--- config.mk ---
export PLATFORM = sky130hd
export DESIGN_NAME = dls_decoder
export DESIGN_NICKNAME = d
export VERILOG_FILES = /design/src/hw/dls_pkg.sv /design/src/hw/dls_decoder.sv
export SDC_FILE = /design/constraint.sdc
export NUM_CORES = 1
export LEC_CHECK = 0
export BUFFER_PORTS_ARGS = -buffer_cell sky130_fd_sc_hd__buf_2
export CAP_MARGIN = 20
export CORE_MARGIN = 2
export CORE_UTILIZATION = 55
export CTS_CLUSTER_DIAMETER = 60
export DETAILED_ROUTE_END_ITERATION = 8
export PLACE_DENSITY = 0.71
export SYNTH_ARGS = -nofsm -noshare
export SYNTH_HDL_FRONTEND = slang
export SYNTH_SLANG_ARGS = --single-unit
--- constraint.sdc ---
create_clock -name core_clk -period 4.3 [get_ports core_clk]
set_input_delay 0.215 -clock core_clk [delete_from_list [all_inputs] [get_ports core_clk]]
set_output_delay 0.215 -clock core_clk [all_outputs]
set_load 0.03 [all_outputs]
--- src/hw/dls_pkg.sv ---
// Constants for the decoder learn, erase, output action and serial report block.
// Assumes a 200 MHz core clock; all timing counts derive from it.
package dls_pkg;
   localparam int unsigned CLK_HZ             = 200_000_000;
   localparam int unsigned BAUD_RATE          = 9_600;
   localparam int unsigned BIT_CYCLES         = CLK_HZ / BAUD_RATE;
   localparam int unsigned CONFIRM_WINDOW_S   = 10;
   localparam int unsigned CONFIRM_CYCLES     = CONFIRM_WINDOW_S * CLK_HZ;
   localparam int unsigned ERASE_HOLD_S       = 8;
   localparam int unsigned ERASE_HOLD_CYCLES  = ERASE_HOLD_S * CLK_HZ;
   localparam int unsigned REPEAT_MS          = 500;
   localparam int unsigned REPEAT_CYCLES      = REPEAT_MS * (CLK_HZ / 1000);
   localparam int unsigned FLASH_MS           = 250;
   localparam int unsigned FLASH_CYCLES       = FLASH_MS * (CLK_HZ / 1000);
   localparam int unsigned NUM_OUTPUTS        = 3;
   localparam int unsigned MAX_PAIRINGS       = 15;
   localparam int unsigned REPORT_BYTES       = 7;
   localparam int unsigned FRAME_BITS         = 10;
   localparam logic [7:0]  CR_BYTE            = 8'h0D;
   localparam logic [7:0]  LF_BYTE            = 8'h0A;
   localparam int unsigned STAT_LEARNT_BIT    = 1;
   localparam int unsigned STAT_BATT_BIT      = 0;
   localparam logic [2:0]  OUTPUTS_IDLE       = 3'h7;
endpackage

--- src/hw/dls_decoder.sv ---
// Holds all control logic and the pairing table in flip-flops.
// Assumes a front end delivers one-cycle packet strobes with decoded fields.
`timescale 1ns/1ps
module dls_decoder #(
   parameter int unsigned CONFIRM_CYCLES    = dls_pkg::CONFIRM_CYCLES,
   parameter int unsigned ERASE_HOLD_CYCLES = dls_pkg::ERASE_HOLD_CYCLES,
   parameter int unsigned REPEAT_CYCLES     = dls_pkg::REPEAT_CYCLES,
   parameter int unsigned FLASH_CYCLES      = dls_pkg::FLASH_CYCLES,
   parameter int unsigned BIT_CYCLES        = dls_pkg::BIT_CYCLES,
   parameter int unsigned ENC_INPUTS        = 3
) (
   input  wire logic        core_clk,
   input  wire logic        rst_b,
   input  wire logic        learn_pushbutton_b,
   input  wire logic        output_action_option_input_b,
   input  wire logic        packet_valid,
   input  wire logic [15:0] encoder_serial_field,
   input  wire logic [15:0] encoder_input_field,
   input  wire logic        encoder_battery_low,
   output logic             learn_led,
   output logic             erase_busy,
   output logic             erase_done,
   output logic             serial_report_out,
   output logic [2:0]       decoded_output_b
);
   localparam int unsigned NP = dls_pkg::MAX_PAIRINGS;
   typedef enum logic [2:0] {DLS_IDLE, DLS_FLASH, DLS_SELECT, DLS_WAIT_FIRST, DLS_WAIT_CONFIRM,
                             DLS_DONE_FLASH, DLS_ERASE} dls_learn_t;
   ////////////////////////////////////////////////////////////////////////////
   // Learn pin edge and hold timing
   logic        learn_q, press_rel, erase_req;
   logic [31:0] hold_cnt;
   always_ff @(posedge core_clk or negedge rst_b)
   begin
      if (!rst_b)
      begin
         learn_q  <= 1'b1;
         hold_cnt <= 32'h0000_0000;
      end
      else
      begin
         learn_q <= learn_pushbutton_b;
         if (!learn_pushbutton_b && hold_cnt < ERASE_HOLD_CYCLES)
            hold_cnt <= hold_cnt + 32'h0000_0001;
         else if (learn_pushbutton_b)
            hold_cnt <= 32'h0000_0000;
      end
   end
   // A release counts as a brief press only if erase did not trigger
   assign press_rel = learn_pushbutton_b && !learn_q && (hold_cnt < ERASE_HOLD_CYCLES);
   assign erase_req = !learn_pushbutton_b && (hold_cnt == ERASE_HOLD_CYCLES - 1);
   ////////////////////////////////////////////////////////////////////////////
   // Pairing table
   logic [NP-1:0] pair_used;
   logic [15:0]   pair_serial [NP], pair_input [NP];
   logic [1:0]    pair_chan   [NP];
   // Called from a process: an assign would miss table updates while the fields stay put
   function automatic logic [NP-1:0] match_vec(input logic [15:0] ser, input logic [15:0] inp);
      match_vec = '0;
      for (int i = 0; i < NP; i++)
         match_vec[i] = pair_used[i] && pair_serial[i] == ser && (pair_input[i] & inp) != 16'h0000;
   endfunction
   logic [NP-1:0] hit;
   logic [3:0]    free_idx;
   logic          free_ok;
   always_comb
   begin
      hit      = match_vec(encoder_serial_field, encoder_input_field);
      free_idx = 4'h0;
      free_ok  = !(&pair_used);
      for (int i = NP - 1; i >= 0; i--)
         if (!pair_used[i])
            free_idx = 4'(i);
   end
   ////////////////////////////////////////////////////////////////////////////
   // Learn and erase controller
   dls_learn_t  lstate;
   logic [1:0]  sel_chan;
   logic [31:0] tmr;
   logic [15:0] cand_serial, cand_input;
   logic        store_now;
   assign store_now = (lstate == DLS_WAIT_CONFIRM) && packet_valid && encoder_serial_field == cand_serial
                      && encoder_input_field == cand_input;
   always_ff @(posedge core_clk or negedge rst_b)
   begin
      if (!rst_b)
      begin
         lstate      <= DLS_IDLE;
         sel_chan    <= 2'h0;
         tmr         <= 32'h0000_0000;
         cand_serial <= 16'h0000;
         cand_input  <= 16'h0000;
         learn_led   <= 1'b0;
         erase_busy  <= 1'b0;
         erase_done  <= 1'b0;
      end
      else
      begin
         erase_done <= 1'b0;
         if (erase_req)
         begin
            lstate     <= DLS_ERASE;
            learn_led  <= 1'b1;
            erase_busy <= 1'b1;
         end
         else
            case (lstate)
               DLS_IDLE:
                  if (press_rel)
                  begin
                     sel_chan  <= 2'h0;
                     lstate    <= DLS_FLASH;
                     learn_led <= 1'b1;
                     tmr       <= 32'h0000_0000;
                  end
               DLS_FLASH, DLS_DONE_FLASH:
                  if (tmr >= FLASH_CYCLES - 1)
                  begin
                     learn_led <= 1'b0;
                     lstate    <= (lstate == DLS_FLASH) ? DLS_SELECT : DLS_IDLE;
                  end
                  else
                     tmr <= tmr + 32'h0000_0001;
               DLS_SELECT:
                  if (press_rel)
                  begin
                     sel_chan  <= (sel_chan == 2'(dls_pkg::NUM_OUTPUTS - 1)) ? 2'h0 : sel_chan + 2'h1;
                     lstate    <= DLS_FLASH;
                     learn_led <= 1'b1;
                     tmr       <= 32'h0000_0000;
                  end
                  else if (packet_valid && encoder_input_field != 16'h0000)
                  begin
                     cand_serial <= encoder_serial_field;
                     cand_input  <= encoder_input_field;
                     learn_led   <= 1'b1;
                     tmr         <= 32'h0000_0000;
                     lstate      <= DLS_WAIT_FIRST;
                  end
               DLS_WAIT_FIRST:
                  // Ignore the rest of the first burst until the encoder goes quiet
                  if (tmr >= REPEAT_CYCLES)
                  begin
                     tmr    <= 32'h0000_0000;
                     lstate <= DLS_WAIT_CONFIRM;
                  end
                  else if (packet_valid)
                     tmr <= 32'h0000_0000;
                  else
                     tmr <= tmr + 32'h0000_0001;
               DLS_WAIT_CONFIRM:
                  if (store_now)
                  begin
                     tmr       <= 32'h0000_0000;
                     lstate    <= DLS_DONE_FLASH;
                  end
                  else if (tmr >= CONFIRM_CYCLES - 1)
                  begin
                     learn_led <= 1'b0;
                     lstate    <= DLS_IDLE;
                  end
                  else
                     tmr <= tmr + 32'h0000_0001;
               DLS_ERASE:
               begin
                  learn_led  <= 1'b0;
                  erase_busy <= 1'b0;
                  erase_done <= 1'b1;
                  lstate     <= DLS_IDLE;
               end
               default:
                  lstate <= DLS_IDLE;
            endcase
      end
   end
   generate
      for (genvar g = 0; g < NP; g++)
      begin : g_pair
         always_ff @(posedge core_clk or negedge rst_b)
         begin
            if (!rst_b)
            begin
               pair_used[g]   <= 1'b0;
               pair_serial[g] <= 16'h0000;
               pair_input[g]  <= 16'h0000;
               pair_chan[g]   <= 2'h0;
            end
            else if (lstate == DLS_ERASE)
               pair_used[g] <= 1'b0;
            else if (store_now && free_ok && free_idx == 4'(g))
            begin
               pair_used[g]   <= 1'b1;
               pair_serial[g] <= cand_serial;
               pair_input[g]  <= cand_input;
               pair_chan[g]   <= sel_chan;
            end
         end
      end
   endgenerate
   ////////////////////////////////////////////////////////////////////////////
   // Outputs, latching or momentary
   logic        mode_latch, opt_taken, rx_active;
   logic [2:0]  active_now;
   logic [31:0] quiet_cnt;
   always_comb
   begin
      active_now = 3'h0;
      for (int i = 0; i < NP; i++)
         if (hit[i])
            active_now[pair_chan[i]] = 1'b1;
   end
   always_ff @(posedge core_clk or negedge rst_b)
   begin
      if (!rst_b)
      begin
         mode_latch <= 1'b1;
         opt_taken  <= 1'b0;
      end
      else if (!opt_taken)
      begin
         mode_latch <= output_action_option_input_b;
         opt_taken  <= 1'b1;
      end
   end
   // Session ends when no packet arrives for one repeat period
   always_ff @(posedge core_clk or negedge rst_b)
   begin
      if (!rst_b)
      begin
         rx_active        <= 1'b0;
         quiet_cnt        <= 32'h0000_0000;
         decoded_output_b <= dls_pkg::OUTPUTS_IDLE;
      end
      else if (packet_valid)
      begin
         rx_active <= 1'b1;
         quiet_cnt <= 32'h0000_0000;
         if (mode_latch && !rx_active)
            decoded_output_b <= decoded_output_b ^ active_now;
         else if (!mode_latch)
            decoded_output_b <= decoded_output_b & ~active_now;
      end
      else if (quiet_cnt >= REPEAT_CYCLES)
      begin
         rx_active <= 1'b0;
         if (!mode_latch)
            decoded_output_b <= dls_pkg::OUTPUTS_IDLE;
      end
      else
         quiet_cnt <= quiet_cnt + 32'h0000_0001;
   end
   ////////////////////////////////////////////////////////////////////////////
   // Serial report
   logic [7:0]  rpt [dls_pkg::REPORT_BYTES];
   logic [31:0] rep_cnt;
   logic        send_req, tx_busy;
   logic [2:0]  byte_idx;
   logic [3:0]  bit_idx;
   logic [15:0] baud_cnt, in_mask;
   logic [9:0]  shreg;
   assign in_mask = 16'((32'h1 << ENC_INPUTS) - 32'h1);
   always_ff @(posedge core_clk or negedge rst_b)
   begin
      if (!rst_b)
      begin
         rep_cnt  <= 32'h0000_0000;
         send_req <= 1'b0;
         for (int i = 0; i < dls_pkg::REPORT_BYTES; i++)
            rpt[i] <= 8'h00;
      end
      else
      begin
         if (tx_busy)
            send_req <= 1'b0;
         if (packet_valid)
         begin
            // First packet of a session or half-second repeat while data keeps arriving
            if (!rx_active || rep_cnt >= REPEAT_CYCLES - 1)
            begin
               send_req <= !tx_busy;
               rep_cnt  <= 32'h0000_0000;
               rpt[0] <= encoder_serial_field[15:8];
               rpt[1] <= encoder_serial_field[7:0];
               rpt[2] <= encoder_input_field[15:8] & in_mask[15:8];
               rpt[3] <= encoder_input_field[7:0] & in_mask[7:0];
               rpt[4] <= {6'h00, |hit, encoder_battery_low};
               rpt[5] <= dls_pkg::CR_BYTE;
               rpt[6] <= dls_pkg::LF_BYTE;
            end
            else
               rep_cnt <= rep_cnt + 32'h0000_0001;
         end
         else if (rx_active)
            rep_cnt <= rep_cnt + 32'h0000_0001;
      end
   end
   always_ff @(posedge core_clk or negedge rst_b)
   begin
      if (!rst_b)
      begin
         tx_busy           <= 1'b0;
         byte_idx          <= 3'h0;
         bit_idx           <= 4'h0;
         baud_cnt          <= 16'h0000;
         shreg             <= 10'h3FF;
         serial_report_out <= 1'b1;
      end
      else if (!tx_busy)
      begin
         serial_report_out <= 1'b1;
         if (send_req)
         begin
            tx_busy  <= 1'b1;
            byte_idx <= 3'h0;
            bit_idx  <= 4'h0;
            baud_cnt <= 16'h0000;
            shreg    <= {1'b1, rpt[0], 1'b0};
         end
      end
      else if (baud_cnt == 16'(BIT_CYCLES - 1))
      begin
         baud_cnt <= 16'h0000;
         if (bit_idx == 4'(dls_pkg::FRAME_BITS - 1))
         begin
            bit_idx <= 4'h0;
            if (byte_idx == 3'(dls_pkg::REPORT_BYTES - 1))
               tx_busy <= 1'b0;
            else
            begin
               byte_idx <= byte_idx + 3'h1;
               shreg    <= {1'b1, rpt[byte_idx + 3'h1], 1'b0};
            end
         end
         else
         begin
            bit_idx <= bit_idx + 4'h1;
            shreg   <= {1'b1, shreg[9:1]};
         end
      end
      else
      begin
         baud_cnt          <= baud_cnt + 16'h0001;
         serial_report_out <= shreg[0];
      end
   end
endmodule

==> metrics.md <==
| Metric | Value |
|---|---|
| # DRC | `0` |
| Startpoint class of the critical path | `flop` |
| Die W | `~260 microns` |
| Required @ worst endpoint | `between 4 and 5 ns` |
| Vias in the first global route | `26590` |
| Slew Limit Fails | `0` |
| Sequential share of the synthesized area | `between 50% and 60%` |
| Overflow after GRT | `0` |
| Worst Hold Endpoint | `cand_serial[10]$_DFFE_PN0P_` |
| Leak | `19.75 nW` |
| # port buffers | `44` |
| Adder-Cell Fraction of Synth Area | `0.5080%` |
| Clk_skew | `between 0.02 and 0.03 ns` |
| Synth Area in Compound Gates | `between 7 and 8%` |
| Ys flop type | `dfrtp_1` |
| Drt wl/cell | `between 20 and 30 microns` |
| Crit path largest cell delay | `~0.84 ns` |
| Setup Fix Bufs, Post-CTS | `0` |
| Clk_lat worst skew | `0.64 ns` |
| Post-route cell area | `~0.041 sq mm` |
| Register share of total power | `approximately 43%` |
| Xor/xnor share of the synthesized area | `under 10%` |
| Clock root buffer | `clkbuf_16` |
| Row Count | `95` |
| Ys Warns | `0` |
| R2r startpoint | `cand_serial[11]$_DFFE_PN0P_` |
| Setup Viol. Count Final | `0` |
| Longest Clk Path Bufs | `3` |
| Global-route wire length before repair | `160000 microns` |
| Largest net degree at the start of global routing | `roughly 110` |
| Boundary Pins | `45` |
| Slew HR | `roughly an eighth` |
| Via count | `~26000` |
| DIE HEIGHT | `between 200 and 300 microns` |
| Cells after Synth | `between 3000 and 4000` |
| CP top delay family | `simple AND/OR/NAND/NOR gates` |
| Hold Path Depth | `2` |
| R2r setup slk | `0.34 ns` |
| Cell Area, Placed | `about 0.038 sq mm` |
| DRT Pass-1 Iters | `5` |
| Final Cycle Share | `92.07%` |
| Area delta synth->final | `11.64%` |
| Via density | `6.370` |
| Post-layout util | `around three fifths` |
| Worst hold path class | `input pin to flop` |
| Library cells used by synthesis | `84` |
| Comb power frac | `between 15 and 20%` |
| Crit-path max FO | `35` |
| Sink Count | `~760` |
| CTS buffer count | `a little over 80` |
| Core Footprint | `0.06680 sq mm` |
| Power per cell area | `449.8 mW/mm^2` |
| Post-Synth Simple-Gate Area | `11.27%` |
| CTS tree | `built` |
| Starting DRT DRC Count | `around 2500` |
| Critical R2R Capture | `pair_input[77]$_DFFE_PN0P_` |
| Internal power | `about 13 mW` |
| RSZ-0062 raised after global routing | `no` |
| Total Negative Setup Slacks | `0 ns` |
| Worst hold path startpoint | `encoder_serial_field[10]` |
| Final nets | `around 3200` |
| Main combinational cell family by area after synthesis | `multiplexers` |
| Critical path's slowest cell | `dfrtp_1` |
| H-tree depth | `3` |
| Maximum vdd drop | `~300 uV` |
| Status | `complete, no violations` |
| Post-DP HPWL | `65940 microns` |
| Initial Utilization | `approximately 55%` |
| Syn nets | `between 3000 and 4000` |
| Clk pin slew, worst setup/hold paths | `approximately 0.060 ns` |
| Reg2reg path depth | `9` |
| #FFs+latches synth | `approximately 760` |
| MaxCap Viol Count | `0` |
| Share of layout cells above drive strength 1 | `28.41%` |
| RD Place Congestion | `around 1` |
| EDFF count, synth | `0` |
| Switching power | `5.826 mW` |
| Total track usage | `29.96%` |
| Fmax | `~250 MHz` |
| ANT nets after route | `0` |
| CP cell instances | `xnor2_1 -> buf_4 -> nand4_1 -> or4_1 -> or3_1 -> nor3_4 -> nand3_4 -> buf_4 -> mux2_4` |
| FFs w/ async S/R, synth | `between 90% and 100%` |
| WL final | `103500 microns` |
| Syn_area_per_cell | `about 12 sq um` |
| Die ar. | `0.06926 sq mm` |
| Worst path arrival time | `~4.5 ns` |
| Worst-Margin Slew | `1.317 ns` |
| Clk pwr share | `roughly two fifths` |
| Crit Path Class | `flop to flop` |
| Most used cell, CP | `buf_4` |
| Initial antenna violation count | `3` |
| Min Tclk post-route | `3.959 ns` |
| Mapped Area | `around 0.037 sq mm` |
| Sw Share | `about a third` |
| Crit path buf inv count | `2` |
| Final hold viol count | `0` |
| Critical path endpoint category | `flop` |
| Mux share of post-synthesis cell area | `a little under a fifth` |
==> Yosys cell counts, drive strengths merged, types with 58 or more instances <==
cell type | instances | share of area, %
clkbuf | 177 | 1.8
nand2 | 141 | 1.4
nand3 | 104 | 1.5
mux2 | 567 | 18
nor4 | 76 | 1.3
o21ai | 67 | 0.91
nand4 | 63 | 1.1
nor2 | 156 | 1.6
dfrtp | 742 | 50
xnor2 | 107 | 2.5
xor2 | 237 | 5.6
buf | 58 | 0.79
==> kinds of logic after synthesis <==
family,after synthesis
mux,580
simple gates,779
flops,757
other cells,1
compound gates,374
xor+xnor,344
fa+ha+maj,15
buf+inv,282
==> metal layers <==
layer  up-vias  track usage (%)  part of all wire [%]
met2       980            47.83                    47
met1     13550            41.00                    43
met5         -                0                 0.015
met3       201            6.304                   7.1
li1      11270                -                     -
met4         2            9.961                   3.1
==> power by group through the flow <==
| stage | clock network, mW | logic (mW) | registers [mW] |
|---|---|---|---|
| 5_1_grt | 7.77 | 3.26 | 8.10 |
| 6_report | 7.40 | 3.10 | 8.05 |
| 4_1_cts | 7.47 | 3.03 | 8.04 |
| 3_5_place_dp | 0 | 3.00 | 8.17 |
| 3_3_place_gp | 0 | 2.95 | 8.15 |
| 2_1_floorplan | 0 | 1.92 | 7.71 |
==> worst reg2reg max path, delay by kind of cell, from the launching register on <==
family	cells	cell delay, ns
XOR/XNOR	1	0.24
AND/OR/NAND/NOR	5	1.79
buffers and inverters	2	0.54
flip-flops	1	0.84
multiplexers	1	0.41
==> cells in the final DEF, fill, tap and decap left out, types with 21 or more instances in the layout <==
master     netlist  routed
and3_1          36      36
nand3_1        101      97
clkbuf_8         0      23
o211ai_1        21      21
a22o_1          51      51
mux2_4          58      58
a22oi_1         30      30
nand2b_1        22      22
dfrtp_1        742     742
o21ai_0         67      67
buf_4            1      95
clkbuf_16        0      84
nor2_1         154     154
nand4_1         62      62
a21oi_1         43      43
nor3_1          49      49
xor2_1         237     237
xnor2_1        107     107
nand3b_1        21      21
nand2_1        141     136
buf_2           19      45
nor4_1          76      75
a221oi_1        48      48
inv_1           47      47
mux2_2         497     497
==> worst max path at each step <==
stage                                            from                               to  slack (ns)  cells past startpoint
after floorplan              encoder_serial_field[15]  decoded_output_b[0]$_DFFE_PN1P_        1.21                     13
after global placement    cand_serial[11]$_DFFE_PN0P_       pair_input[79]$_DFFE_PN0P_        0.46                      9
after detailed placement  cand_serial[11]$_DFFE_PN0P_       pair_input[73]$_DFFE_PN0P_        0.45                      9
after CTS                 cand_serial[11]$_DFFE_PN0P_       pair_input[77]$_DFFE_PN0P_        0.40                      9
after global routing      cand_serial[11]$_DFFE_PN0P_              tmr[27]$_DFFE_PN0P_        0.23                      8
final                     cand_serial[11]$_DFFE_PN0P_       pair_input[77]$_DFFE_PN0P_        0.34                      9
==> registers in the layout, summed over array words and instances, names as in the netlist, 2 cells and up <==
name              cells
pair_input          240
pair_serial         240
hold_cnt             32
quiet_cnt            32
rep_cnt              32
tmr                  32
pair_chan            30
rpt                  22
baud_cnt             16
cand_input           16
cand_serial          16
pair_used            15
shreg                 9
bit_idx               4
byte_idx              3
decoded_output_b      3
lstate                3
sel_chan              2
==> layout make-up <==
type / instances / area, sq um
diodes: 1 / 2.502
clock buffers: 118 / 2460
clock inverters: 34 / 406.6
fillers: 5138 / 25560
inverters: 47 / 176.4
multi-input cells: 2093 / 16910
flip-flops and latches: 757 / 18960
well taps: 873 / 1092
repair buffers: 158 / 1234
==> metrics by stage <==
stage	power (mW)	setup slack [ns]	hold WS (ns)	instances
after CTS	18.55	0.4007	0.01966	4080
after floorplan	9.626	1.212	-0.08059	3132
after detailed placement	11.17	0.4524	0.4168	3922
after global placement	11.10	0.4565	0.4023	3920
after global routing	19.13	0.2309	0.05578	4081
final	18.55	0.3409	0.05097	4081
==> what timing repair did <==
| item | 4_1_cts | 5_1_grt |
|---|---|---|
| hold endpoints to repair | 101 | 0 |
| gates resized for setup | 0 | 0 |
| hold buffers | 6 | 0 |
Power figures use the tool's default switching activity.
